**src/core/timer_watchdog_pkg.sv**
```systemverilog
// Constants, field layouts and types shared by the timer and watchdog block.
// Assumes a 32-bit AXI4-Lite register bus with byte addresses.
package timer_watchdog_pkg;

    // Register byte offsets, one aligned word each
    localparam logic [7:0] OFS_TIMER_COUNT   = 8'h00;
    localparam logic [7:0] OFS_TIMER_CTRL    = 8'h04;
    localparam logic [7:0] OFS_WDOG_CTRL     = 8'h08;
    localparam logic [7:0] OFS_IRQ_STATUS    = 8'h0c;
    localparam logic [7:0] OFS_IRQ_CLEAR     = 8'h10;
    localparam logic [7:0] OFS_IRQ_ENABLE    = 8'h14;
    localparam logic [7:0] OFS_PRESCALE_VIEW = 8'h18;

    // Bus widths and answers
    localparam int         ADDR_W      = 8;
    localparam int         DATA_W      = 32;
    localparam logic [1:0] RESP_OKAY   = 2'h0;
    localparam logic [1:0] RESP_SLVERR = 2'h2;

    // Timer control field: source, edge, prescaler assign, ratio select
    typedef struct packed {
        logic       src_sel;
        logic       edge_sel;
        logic       pre_en;
        logic [2:0] pre_sel;
    } timer_ctrl_t;
    localparam int          TIMER_CTRL_W   = 6;
    localparam timer_ctrl_t TIMER_CTRL_RST = 6'h3f;

    // Watchdog control field: enable and ratio select
    typedef struct packed {
        logic       enable;
        logic [2:0] pre_sel;
    } wdog_ctrl_t;
    localparam int         WDOG_CTRL_W   = 4;
    localparam wdog_ctrl_t WDOG_CTRL_RST = 4'h0;

    // Interrupt bits, same layout in status, clear and enable
    typedef struct packed {
        logic wdog_timeout;
        logic timer_overflow;
    } irq_bits_t;
    localparam int        IRQ_W   = 2;
    localparam irq_bits_t IRQ_RST = 2'h0;

    // Counter geometry and reset values
    localparam int         CNT_W       = 8;
    localparam logic [7:0] CNT_RST     = 8'h00;
    localparam logic [7:0] CNT_MAX     = 8'hff;
    localparam logic [3:0] TIMER_SEL_OFS = 4'h1;

    // Operating modes of the device, one-hot
    typedef enum logic [3:0] {
        MODE_NORMAL = 4'b0001,
        MODE_GREEN  = 4'b0010,
        MODE_IDLE   = 4'b0100,
        MODE_SLEEP  = 4'b1000
    } op_mode_t;

endpackage

```
**src/core/timer_watchdog_prescaler.sv**
```systemverilog
// Main 8-bit timer/counter and watchdog, each with an 8-bit prescaler, behind AXI4-Lite.
// Assumes i_clk is the instruction clock; timer pin and sub-oscillator arrive asynchronously.
// Operation
// - Two separate 8-bit prescaler counters, one for timer, one for watchdog.
// - Timer ratio from timer control select; watchdog ratio from watchdog control select.
// - Any write to the timer count clears the timer prescaler; here only a write with byte lane 0 strobed does.
// - Watchdog clear or sleep instruction clears the watchdog prescaler.
// - Timer count is an 8-bit software readable and writable counter.
// - Timer source selectable internal or pin; pin edge selectable.
// - Internal source without prescaling counts one per instruction cycle.
// - Pin source counts one per selected pin edge.
// - Watchdog runs from sub-oscillator, also with main oscillator off.
// - Enabled watchdog time-out in normal, green or idle resets the device.
// - Watchdog enable bit writable in normal or green mode only.
// - Time-out period is prescale times 256 over half sub-oscillator rate.
// - Source select 0 counts instruction clock, 1 counts pin; pin slower than clock.
// - Edge select 0 counts rising pin edges, 1 falling edges.
// - Assign bit 0 gives 1:1; else select gives 1:2 to 1:256.
// - Watchdog select gives 1:1 to 1:128 on the sub-oscillator clock.
//
// The implementer's own choices: the AXI4-Lite interface to the registers and the address map.
module timer_watchdog_prescaler
    import timer_watchdog_pkg::*;
(
    input  wire logic                          i_clk,
    input  wire logic                          i_reset_n,
    input  wire logic                          i_clk_en,
    input  wire logic                          i_main_osc_on,
    input  wire timer_watchdog_pkg::op_mode_t  i_mode,
    input  wire logic                          i_watchdog_clear_instr,
    input  wire logic                          i_sleep_instr,
    input  wire logic                          i_timer_pin,
    input  wire logic                          i_sub_osc_clock,
    input  wire logic [timer_watchdog_pkg::ADDR_W-1:0] i_axi_awaddr,
    input  wire logic                          i_axi_awvalid,
    output logic                               o_axi_awready,
    input  wire logic [timer_watchdog_pkg::DATA_W-1:0] i_axi_wdata,
    input  wire logic [3:0]                    i_axi_wstrb,
    input  wire logic                          i_axi_wvalid,
    output logic                               o_axi_wready,
    output logic [1:0]                         o_axi_bresp,
    output logic                               o_axi_bvalid,
    input  wire logic                          i_axi_bready,
    input  wire logic [timer_watchdog_pkg::ADDR_W-1:0] i_axi_araddr,
    input  wire logic                          i_axi_arvalid,
    output logic                               o_axi_arready,
    output logic [timer_watchdog_pkg::DATA_W-1:0] o_axi_rdata,
    output logic [1:0]                         o_axi_rresp,
    output logic                               o_axi_rvalid,
    input  wire logic                          i_axi_rready,
    output logic                               o_timer_overflow,
    output logic                               o_watchdog_reset,
    output logic                               o_irq
);
    import timer_watchdog_pkg::*;

    // Mask of n low ones; a prescaler tick fires when its masked bits are all set
    function automatic logic [7:0] ratio_mask(input logic [3:0] n);
        logic [8:0] t;
        t = 9'h001 << n;
        return 8'(t - 9'h001);
    endfunction

    logic                  aw_held_q;
    logic [ADDR_W-1:0]     awaddr_q;
    logic                  w_held_q;
    logic [DATA_W-1:0]     wdata_q;
    logic                  wlane0_q;
    logic                  do_write;
    logic                  wr_count;
    logic                  wr_lane;
    logic                  wr_known;
    logic                  rd_known;
    logic [DATA_W-1:0]     rd_data;
    timer_ctrl_t           tctrl_q;
    wdog_ctrl_t            wctrl_q;
    irq_bits_t             status_q;
    irq_bits_t             status_d;
    irq_bits_t             ien_q;
    irq_bits_t             clr_bits;
    irq_bits_t             events;
    logic [CNT_W-1:0]      count_q;
    logic [CNT_W-1:0]      tmr_pre_q;
    logic [CNT_W-1:0]      wdp_q;
    logic [CNT_W-1:0]      wdc_q;
    logic                  pin_s1_q, pin_s2_q, pin_s3_q;
    logic                  sub_s1_q, sub_s2_q, sub_s3_q;
    logic                  half_q;
    logic                  tmr_tick;
    logic                  tmr_inc;
    logic                  base_tick;
    logic                  wd_tick;
    logic                  wd_clear;
    logic                  wd_expire;
    logic                  mode_can_reset;
    logic                  mode_can_enable;
    logic [7:0]            tmask;
    logic [7:0]            wmask;

    // Write channel: address and data taken in either order, answered once both are in
    always_ff @(posedge i_clk or negedge i_reset_n) begin
        if (!i_reset_n) begin
            aw_held_q     <= 1'b0;
            w_held_q      <= 1'b0;
            awaddr_q      <= '0;
            wdata_q       <= '0;
            wlane0_q      <= 1'b0;
            o_axi_awready <= 1'b0;
            o_axi_wready  <= 1'b0;
            o_axi_bvalid  <= 1'b0;
            o_axi_bresp   <= RESP_OKAY;
        end else if (i_clk_en) begin
            if (o_axi_bvalid && i_axi_bready) begin
                o_axi_bvalid  <= 1'b0;
                aw_held_q     <= 1'b0;
                w_held_q      <= 1'b0;
                o_axi_awready <= 1'b1;
                o_axi_wready  <= 1'b1;
            end else begin
                if (!aw_held_q && !o_axi_awready) begin
                    o_axi_awready <= 1'b1;
                end
                if (!w_held_q && !o_axi_wready) begin
                    o_axi_wready <= 1'b1;
                end
                if (i_axi_awvalid && o_axi_awready) begin
                    aw_held_q     <= 1'b1;
                    awaddr_q      <= i_axi_awaddr;
                    o_axi_awready <= 1'b0;
                end
                if (i_axi_wvalid && o_axi_wready) begin
                    w_held_q     <= 1'b1;
                    wdata_q      <= i_axi_wdata;
                    wlane0_q     <= i_axi_wstrb[0];
                    o_axi_wready <= 1'b0;
                end
                if (do_write) begin
                    o_axi_bvalid <= 1'b1;
                    o_axi_bresp  <= wr_known ? RESP_OKAY : RESP_SLVERR;
                end
            end
        end
    end

    // Write decode; writable registers are 8 bits or less, so only byte lane 0 matters
    assign do_write = aw_held_q && w_held_q && !o_axi_bvalid;
    assign wr_lane  = do_write && wlane0_q;
    assign wr_count = wr_lane && (awaddr_q == OFS_TIMER_COUNT);
    assign wr_known = (awaddr_q == OFS_TIMER_COUNT) || (awaddr_q == OFS_TIMER_CTRL)
                   || (awaddr_q == OFS_WDOG_CTRL) || (awaddr_q == OFS_IRQ_STATUS)
                   || (awaddr_q == OFS_IRQ_CLEAR) || (awaddr_q == OFS_IRQ_ENABLE)
                   || (awaddr_q == OFS_PRESCALE_VIEW);

    // Read mux; unmapped addresses answer zero with an error
    always_comb begin
        rd_data  = '0;
        rd_known = 1'b1;
        case (i_axi_araddr)
            OFS_TIMER_COUNT:   rd_data[CNT_W-1:0]        = count_q;
            OFS_TIMER_CTRL:    rd_data[TIMER_CTRL_W-1:0] = tctrl_q;
            OFS_WDOG_CTRL:     rd_data[WDOG_CTRL_W-1:0]  = wctrl_q;
            OFS_IRQ_STATUS:    rd_data[IRQ_W-1:0]        = status_q;
            OFS_IRQ_CLEAR:     rd_data                   = '0;
            OFS_IRQ_ENABLE:    rd_data[IRQ_W-1:0]        = ien_q;
            OFS_PRESCALE_VIEW: rd_data[15:0]             = {wdp_q, tmr_pre_q};
            default:           rd_known                  = 1'b0;
        endcase
    end

    // Read channel: one read at a time, data one cycle after the address
    always_ff @(posedge i_clk or negedge i_reset_n) begin
        if (!i_reset_n) begin
            o_axi_arready <= 1'b0;
            o_axi_rvalid  <= 1'b0;
            o_axi_rdata   <= '0;
            o_axi_rresp   <= RESP_OKAY;
        end else if (i_clk_en) begin
            if (o_axi_rvalid && i_axi_rready) begin
                o_axi_rvalid  <= 1'b0;
                o_axi_arready <= 1'b1;
            end else if (i_axi_arvalid && o_axi_arready) begin
                o_axi_arready <= 1'b0;
                o_axi_rvalid  <= 1'b1;
                o_axi_rdata   <= rd_data;
                o_axi_rresp   <= rd_known ? RESP_OKAY : RESP_SLVERR;
            end else if (!o_axi_rvalid) begin
                o_axi_arready <= 1'b1;
            end
        end
    end

    // What each operating mode allows the watchdog to do
    always_comb begin
        mode_can_reset  = 1'b0;
        mode_can_enable = 1'b0;
        case (i_mode)
            MODE_NORMAL, MODE_GREEN: begin
                mode_can_reset  = 1'b1;
                mode_can_enable = 1'b1;
            end
            MODE_IDLE: mode_can_reset = 1'b1;
            default:   mode_can_reset = 1'b0; // Sleep and unknown codes never reset
        endcase
    end

    // Control registers; reset value leaves the timer on the pin, falling edge, 1:256
    always_ff @(posedge i_clk or negedge i_reset_n) begin
        if (!i_reset_n) begin
            tctrl_q <= TIMER_CTRL_RST;
            wctrl_q <= WDOG_CTRL_RST;
            ien_q   <= IRQ_RST;
        end else if (i_clk_en && wr_lane) begin
            if (awaddr_q == OFS_TIMER_CTRL) begin
                tctrl_q <= wdata_q[TIMER_CTRL_W-1:0];
            end
            if (awaddr_q == OFS_WDOG_CTRL) begin
                wctrl_q.pre_sel <= wdata_q[2:0];
                if (mode_can_enable) begin
                    wctrl_q.enable <= wdata_q[3];
                end
            end
            if (awaddr_q == OFS_IRQ_ENABLE) begin
                ien_q <= wdata_q[IRQ_W-1:0];
            end
        end
    end

    // Three-flop synchronisers; only the second stage and later are looked at
    always_ff @(posedge i_clk or negedge i_reset_n) begin
        if (!i_reset_n) begin
            pin_s1_q <= 1'b0;
            pin_s2_q <= 1'b0;
            pin_s3_q <= 1'b0;
            sub_s1_q <= 1'b0;
            sub_s2_q <= 1'b0;
            sub_s3_q <= 1'b0;
        end else if (i_clk_en) begin
            pin_s1_q <= i_timer_pin;
            pin_s2_q <= pin_s1_q;
            pin_s3_q <= pin_s2_q;
            sub_s1_q <= i_sub_osc_clock;
            sub_s2_q <= sub_s1_q;
            sub_s3_q <= sub_s2_q;
        end
    end

    // Timer tick source; the pin must toggle slower than the instruction clock
    always_comb begin
        if (tctrl_q.src_sel) begin
            tmr_tick = tctrl_q.edge_sel ? (pin_s3_q && !pin_s2_q) : (pin_s2_q && !pin_s3_q);
        end else begin
            tmr_tick = i_main_osc_on;
        end
    end

    // Prescaler assign off bypasses the divider entirely
    assign tmask   = ratio_mask(4'(tctrl_q.pre_sel) + TIMER_SEL_OFS);
    assign tmr_inc = tmr_tick && (!tctrl_q.pre_en || ((tmr_pre_q & tmask) == tmask));

    // Timer prescaler and count; a software write wins over a tick in the same cycle
    always_ff @(posedge i_clk or negedge i_reset_n) begin
        if (!i_reset_n) begin
            tmr_pre_q        <= CNT_RST;
            count_q          <= CNT_RST;
            o_timer_overflow <= 1'b0;
        end else if (i_clk_en) begin
            o_timer_overflow <= 1'b0;
            if (wr_count) begin
                tmr_pre_q <= CNT_RST;
                count_q   <= wdata_q[CNT_W-1:0];
            end else begin
                if (tmr_tick && tctrl_q.pre_en) begin
                    tmr_pre_q <= tmr_pre_q + 8'h01;
                end
                if (tmr_inc) begin
                    count_q          <= count_q + 8'h01;
                    o_timer_overflow <= (count_q == CNT_MAX);
                end
            end
        end
    end

    // Watchdog base tick at half the sub-oscillator rate, then the selected ratio
    assign base_tick = sub_s2_q && !sub_s3_q && half_q;
    assign wmask     = ratio_mask({1'b0, wctrl_q.pre_sel});
    assign wd_tick   = base_tick && ((wdp_q & wmask) == wmask);
    assign wd_clear  = i_watchdog_clear_instr || i_sleep_instr;
    assign wd_expire = wctrl_q.enable && !wd_clear && wd_tick && (wdc_q == CNT_MAX);

    // Watchdog counts regardless of the main oscillator; disabled means held at zero
    always_ff @(posedge i_clk or negedge i_reset_n) begin
        if (!i_reset_n) begin
            half_q           <= 1'b0;
            wdp_q            <= CNT_RST;
            wdc_q            <= CNT_RST;
            o_watchdog_reset <= 1'b0;
        end else if (i_clk_en) begin
            if (sub_s2_q && !sub_s3_q) begin
                half_q <= !half_q;
            end
            if (wd_clear || !wctrl_q.enable) begin
                wdp_q <= CNT_RST;
                wdc_q <= CNT_RST;
            end else if (base_tick) begin
                wdp_q <= wdp_q + 8'h01;
                if (wd_tick) begin
                    wdc_q <= wdc_q + 8'h01;
                end
            end
            o_watchdog_reset <= wd_expire && mode_can_reset;
        end
    end

    // Sticky status: a new event beats a clear in the same cycle
    assign events.timer_overflow = tmr_inc && (count_q == CNT_MAX) && !wr_count;
    assign events.wdog_timeout   = wd_expire;
    assign clr_bits = (wr_lane && (awaddr_q == OFS_IRQ_CLEAR)) ? irq_bits_t'(wdata_q[IRQ_W-1:0]) : IRQ_RST;
    assign status_d = (status_q & ~clr_bits) | events;

    // Interrupt level follows the enabled status one cycle later
    always_ff @(posedge i_clk or negedge i_reset_n) begin
        if (!i_reset_n) begin
            status_q <= IRQ_RST;
            o_irq    <= 1'b0;
        end else if (i_clk_en) begin
            status_q <= status_d;
            o_irq    <= |(status_q & ien_q);
        end
    end
endmodule

```
**config.mk**
```make
export PLATFORM = sky130hd
export DESIGN_NAME = timer_watchdog_prescaler
export DESIGN_NICKNAME = d
export VERILOG_FILES = /design/src/core/timer_watchdog_pkg.sv /design/src/core/timer_watchdog_prescaler.sv
export SDC_FILE = /design/constraint.sdc
export NUM_CORES = 1
export LEC_CHECK = 0
export ABC_CLOCK_PERIOD_IN_PS = 4900
export BUFFER_PORTS_ARGS = -buffer_cell sky130_fd_sc_hd__buf_2
export CAP_MARGIN = 20
export CORE_MARGIN = 2
export CORE_UTILIZATION = 55
export DETAILED_ROUTE_END_ITERATION = 7
export PLACE_DENSITY = 0.89
export REMOVE_ABC_BUFFERS = 1
export SETUP_SLACK_MARGIN = 0.15
export SKIP_CTS_REPAIR_TIMING = 1
export SLEW_MARGIN = 15
export SYNTH_ARGS = -nofsm -noshare
export SYNTH_HDL_FRONTEND = slang
export SYNTH_SLANG_ARGS = --single-unit
```
**constraint.sdc**
```tcl
create_clock -name i_clk -period 4.9 [get_ports i_clk]
set_input_delay 0 -clock i_clk [delete_from_list [all_inputs] [get_ports i_clk]]
set_output_delay 0 -clock i_clk [all_outputs]
set_load 0.01 [all_outputs]
```
# ---- After elaboration in Yosys (flattened, before gate mapping)
# Cells that the tools add are included.
# Widths: inputs -> output; s select.
dict set report classes {
  mux 41
  n_eq_ne 20
  bitwise 8
  reduce_logical 84
  shift 2
  addsub 7
}
# cell count
set ops {}
lappend ops {{$mux 8} 10}
lappend ops {{$eq 8x5->1 const B} 6}
lappend ops {{$add 8x1->8 const B} 4}
lappend ops {{$eq 8x4->1 const B} 4}
lappend ops {{$reduce_and 2->1} 14}
lappend ops {{$logic_and 1x1->1} 26}
lappend ops {{$mux 1} 24}
lappend ops {{$reduce_and 3->1} 6}
lappend ops {{$and 8x8->8} 2}
lappend ops {{$eq 8x3->1 const B} 2}
lappend ops {{$eq 8x8->1} 2}
lappend ops {{$eq 8x8->1 const B} 2}
lappend ops {{$logic_not 8->1} 2}
lappend ops {{$reduce_bool 2->1} 8}
lappend ops {{$sub 8x1->8 const B} 2}
lappend ops {{$logic_not 1->1} 13}
lappend ops {{$pmux 2 s6} 1}
lappend ops {{$logic_or 1x1->1} 9}
lappend ops {{$pmux 2 s4} 1}
lappend ops {{$shl 1x3->8 const A} 1}
lappend ops {{$shl 1x4->8 const A} 1}
lappend ops {{$reduce_or 7->1} 1}
lappend ops {{$mux 2} 3}
lappend ops {{$pmux 2 s3} 1}
lappend ops {{13 further kinds} 17}
dict set report totals {
  regBits 100
  out_inout_bits 44
  wordCells 199
}

# ---- Logic depth before layout (Yosys ltp)
dict set report depth {
  ltp_word 10
  ltp_mapped 9
}

# ---- Worst setup path after synthesis
# OpenSTA, ideal clock, no wires.
dict set report synth_timing {
  path_kind {reg-to-reg}
  startpoint {reg tctrl_q[2] (netlist bit)}
  endpoint {reg count_q[2]}
  path_buffers 2
  setup_slack_ps 2692
  required_ps 4768
  period_less_slack_ps 2208
  path_stages_with_launch 10
  setup_ps 132
  t_arrival_ps 2077
  path_cell_list {dfstp_2 > buf_2 > or3_1 > ha_1 > o31a_1 > o22ai_1 > o41ai_4 > buf_6 > o32ai_1 > nor3_1}
}
dict set report synth_via {
  elab_chain_cells 9
}
# element line
set synth_rtl {}
lappend synth_rtl {{from (decl)} timer_watchdog_prescaler.sv:75} ;# timer_ctrl_t tctrl_q;
lappend synth_rtl {{from (signal assigned)} timer_watchdog_prescaler.sv:214} ;# tctrl_q <= wdata_q[TIMER_CTRL_W-1:0];
lappend synth_rtl {{$add 3x1->4 *} timer_watchdog_prescaler.sv:257} ;# assign tmask = ratio_mask(4'(tctrl_q.pre_sel) + TIMER_SEL_OFS);
lappend synth_rtl {{$shl 1x4->8 *} timer_watchdog_prescaler.sv:60} ;# t = 9'h001 << n;
lappend synth_rtl {{$sub 8x1->8 *} timer_watchdog_prescaler.sv:61} ;# return 8'(t - 9'h001);
lappend synth_rtl {{$and 8x8->8} timer_watchdog_prescaler.sv:258} ;# assign tmr_inc = tmr_tick && (!tctrl_q.pre_en || ((tmr_pre_q & tmask) == tmask));
lappend synth_rtl {{$eq 8x8->1 *} timer_watchdog_prescaler.sv:258}
lappend synth_rtl {{$logic_or 1x1->1 *} timer_watchdog_prescaler.sv:258}
lappend synth_rtl {{$logic_and 1x1->1 *} timer_watchdog_prescaler.sv:258}
lappend synth_rtl {{$reduce_bool 2->1 (no source line) *} -}
lappend synth_rtl {{$reduce_and 2->1 (no source line) *} -}
lappend synth_rtl {{to (signal assigned)} timer_watchdog_prescaler.sv:270} ;# count_q <= wdata_q[CNT_W-1:0];
lappend synth_rtl {{to (signal assigned)} timer_watchdog_prescaler.sv:276} ;# count_q <= count_q + 8'h01;
lappend synth_rtl {{to (decl)} timer_watchdog_prescaler.sv:82} ;# logic [CNT_W-1:0] count_q;
# Mark *: on every way between the ends. The rest lies on a longest branch, timed or not.
# A chain may end at the register's enable or synchronous reset.

# ---- Final worst setup path
dict set report layout_timing {
  startpoint {reg tctrl_q[1] (netlist bit)}
  endpoint {reg count_q[5]}
}
# The elaborated chain is that of the path after synthesis.

==> metrics.cfg <==
[outcome]
run_status = complete, but fails checks
violations = negative hold slack

[place]
dpl.hpwl_um = 8220
io_buffers = 67
gp_congestion = 0.860
dp_slack_ns = 2.35

[worst_setup_path]
cp-start-kind = flop
critical_path_class = reg2reg
cp.arrival_ns = 2.80
cp-end-kind = flop
worstPathRequired_ns = 5.11
critPathMaxFanout = 15
reg2regPathDepth = 6

[min_path]
hp-class = in2reg
hold_depth = 3

[global_route]
grt_pass1_wl_um = 18600
grt_pass1_vias = 3955
grt_overflow = 0
grtUsageTotal = 0.234
antenna_found_initial = 0
grt_max_degree = 80

[power_and_ir_drop]
power_frac_comb = 0.209
seqPwrFrac = 0.543
power_density_nw_per_um2 = 361
ir_drop_mv = 0.317
power.net_switching_mw = 0.676
netSwitchingFraction = 0.322
pwr-share-clk = 0.249
internal_power_mw = 1.42
leakage_nw = 2.64

[logic_synthesis]
async_flop_share = 1.00
synth_edf_count = 0
yosys_warnings = 0
syn_inst = 506
netlist_top_cells_count = dfrtp_1 (92), nand2_1 (61), o21ai_0 (40)
syn_avg_cell_area_um2 = 10.0
yosysTopAreaCell = dfrtp_1
synth_ff_type = dfrtp_1
synth_area_leaders = dfrtp_1 (45%), mux2_2 (8.0%), nand2_1 (4.5%), o21ai_0 (3.9%), dfstp_2 (3.1%)
yosysTopAreaCellShare = 0.454
synth-seq-cells = 98
synth-seq-area-share = 0.485
synth_cell_types = 57
synth_most_common_cell = dfrtp_1
synth_area_um2 = 5080

[timing]
fin_crit_sh = 0.530
worst_pin_slew_ns = 0.971
tns_ns = 0
fin_ws_ns = 2.30
whs_ns = -0.0169
maxSlewHeadroom = 0.353
setup_violations = 0
drv_slew = 0
max_freq_mhz = 385
worst_clock_skew_ns = 0.0117
hold_viol_final = 2
period_needed_ns = 2.60
rsz0062_at_grt = false

[drt]
drt_iter0_drc = 396
postRouteAntennaNets = 0
vias = 4178
dr.pass1.iters = 5
wire_per_inst_um = 16.9
viasPerCell = 5.96
drt-total-wl_um = 11800
drc = 0

[job]
drv_cap = 0

[cts]
tritoncts = done
clk_path_buf_depth = 2
clkTransAtPathRegs_ns = 0.09
htreeDepth = 3
numCtsBuffers = 9
root_buffer = clkbuf_8
clk_latency_ns = 0.37
cts_sinks = 98

[die]
start_util = 0.557
core_um2 = 9110
die_y_um = 100
die_x_um = 100
rows = 35
boundaryPins = 113
die_area_um2 = 10000

[cells_and_area]
antenna_cells = 0
syn_to_final_growth_pct = 14.6
fin_nets = 659
fillers = 691
layout-drive-gt1-share = 0.232

-- sequential cells by signal, indices dropped and copies added, names as in the netlist, 6 cells and up --
name and count:
awaddr_q 8, count_q 8, o_axi_rdata 16, tctrl_q 6, tmr_pre_q 8, wdata_q 8, wdc_q 8, wdp_q 8
-- cells in the final DEF, fill, tap and decap left out, drive strengths merged, types with 3 or more instances in the layout --
master        n
dfrtp        92
mux2i         5
o21ai        41
a21o          9
a22o          5
or3           4
xor2          7
dlygate4sd3  21
a31oi         8
a31o          3
a311oi        5
nor4b         4
ha            5
nand2        61
xnor2         4
nand2b        4
nand3        12
and2          8
buf          71
a21oi        19
dfstp         6
mux2         37
a22oi         3
inv           9
nor3         13
nor3b         3
a21boi        3
and4          4
nand3b        6
clkinv        4
clkbuf       10
nand4        12
nor4          6
nor2         30
conb         19
and3         11
a211oi        5
-- final cells by class --
type | instances | area, um^2 | area share
sequential | 98 | 2460 | 0.423
multi-input combinational | 376 | 2410 | 0.415
timing repair buffer | 92 | 578 | 0.0994
tap | 111 | 139 | 0.0239
clock buffer | 10 | 128 | 0.0219
clock inverter | 6 | 66.3 | 0.0114
inverter | 8 | 30.0 | 0.00516
-- kinds of logic (layout without fill, tap and decap cells) --
kind of cell             after synthesis  in the layout  share of synthesized area
AO/OA/AOI/OAI                        112            112                      0.143
multiplexers                          42             42                     0.0919
other                                  2             19                    0.00148
adder cells (fa/ha/maj)                5              5                     0.0123
buffers and inverters                 49            116                     0.0523
flip-flops                            98             98                      0.485
AND/OR/NAND/NOR                      187            187                      0.195
XOR/XNOR                              11             11                     0.0190
-- routing by layer --
metal  up-vias  global-route usage  share of wire
li1       1956                   -              -
met1      2020               0.311           0.42
met2       177               0.376           0.50
met3        25              0.0355          0.062
met4         0               0.117          0.023
met5         -                   0              0
-- power by group through the flow --
stage / clock network (mW) / logic (mW) / registers, mW
detailed placement: 0 / 0.424 / 1.15
floorplan: 0 / 0.280 / 1.11
global route: 0.565 / 0.486 / 1.16
global placement: 0 / 0.396 / 1.13
finish: 0.523 / 0.438 / 1.14
CTS: 0.528 / 0.426 / 1.13
-- path summary, 6_finish.rpt --
kind	from	to	slack (ns)
min in group asynchronous	i_reset_n	o_axi_rvalid$_DFFE_PN0P_	0.04
max reg2reg	tctrl_q[1]$_DFFE_PN1P_	count_q[5]$_DFFE_PN0P_	2.30
min reg2reg	o_axi_rdata[10]$_DFFE_PN0P_	o_axi_rdata[10]$_DFFE_PN0P_	0.48
min	i_axi_arvalid	o_axi_arready$_DFFE_PN0P_	-0.02
max in group asynchronous	i_reset_n	count_q[4]$_DFFE_PN0P_	3.60
max	tctrl_q[1]$_DFFE_PN1P_	count_q[5]$_DFFE_PN0P_	2.30
-- through the flow --
| step | util | instances | area, um^2 | power [mW] |
|---|---|---|---|---|
| after floorplan | - | 482 | 4900 | 1.39 |
| after global placement | 0.594 | 664 | 5410 | 1.53 |
| after detailed placement | 0.594 | 664 | 5410 | 1.57 |
| after CTS | 0.615 | 680 | 5610 | 2.09 |
| after global routing | 0.638 | 701 | 5820 | 2.21 |
| final | 0.638 | 701 | 5820 | 2.10 |
-- critical path: stages (launching register included) --
cell,delay [ns]
dfstp_2,0.42
or3_1,0.37
ha_1,0.27
o21ai_0,0.14
o41ai_4,0.80
and3_1,0.33
a311oi_1,0.11
Power figures use the tool's default switching activity.
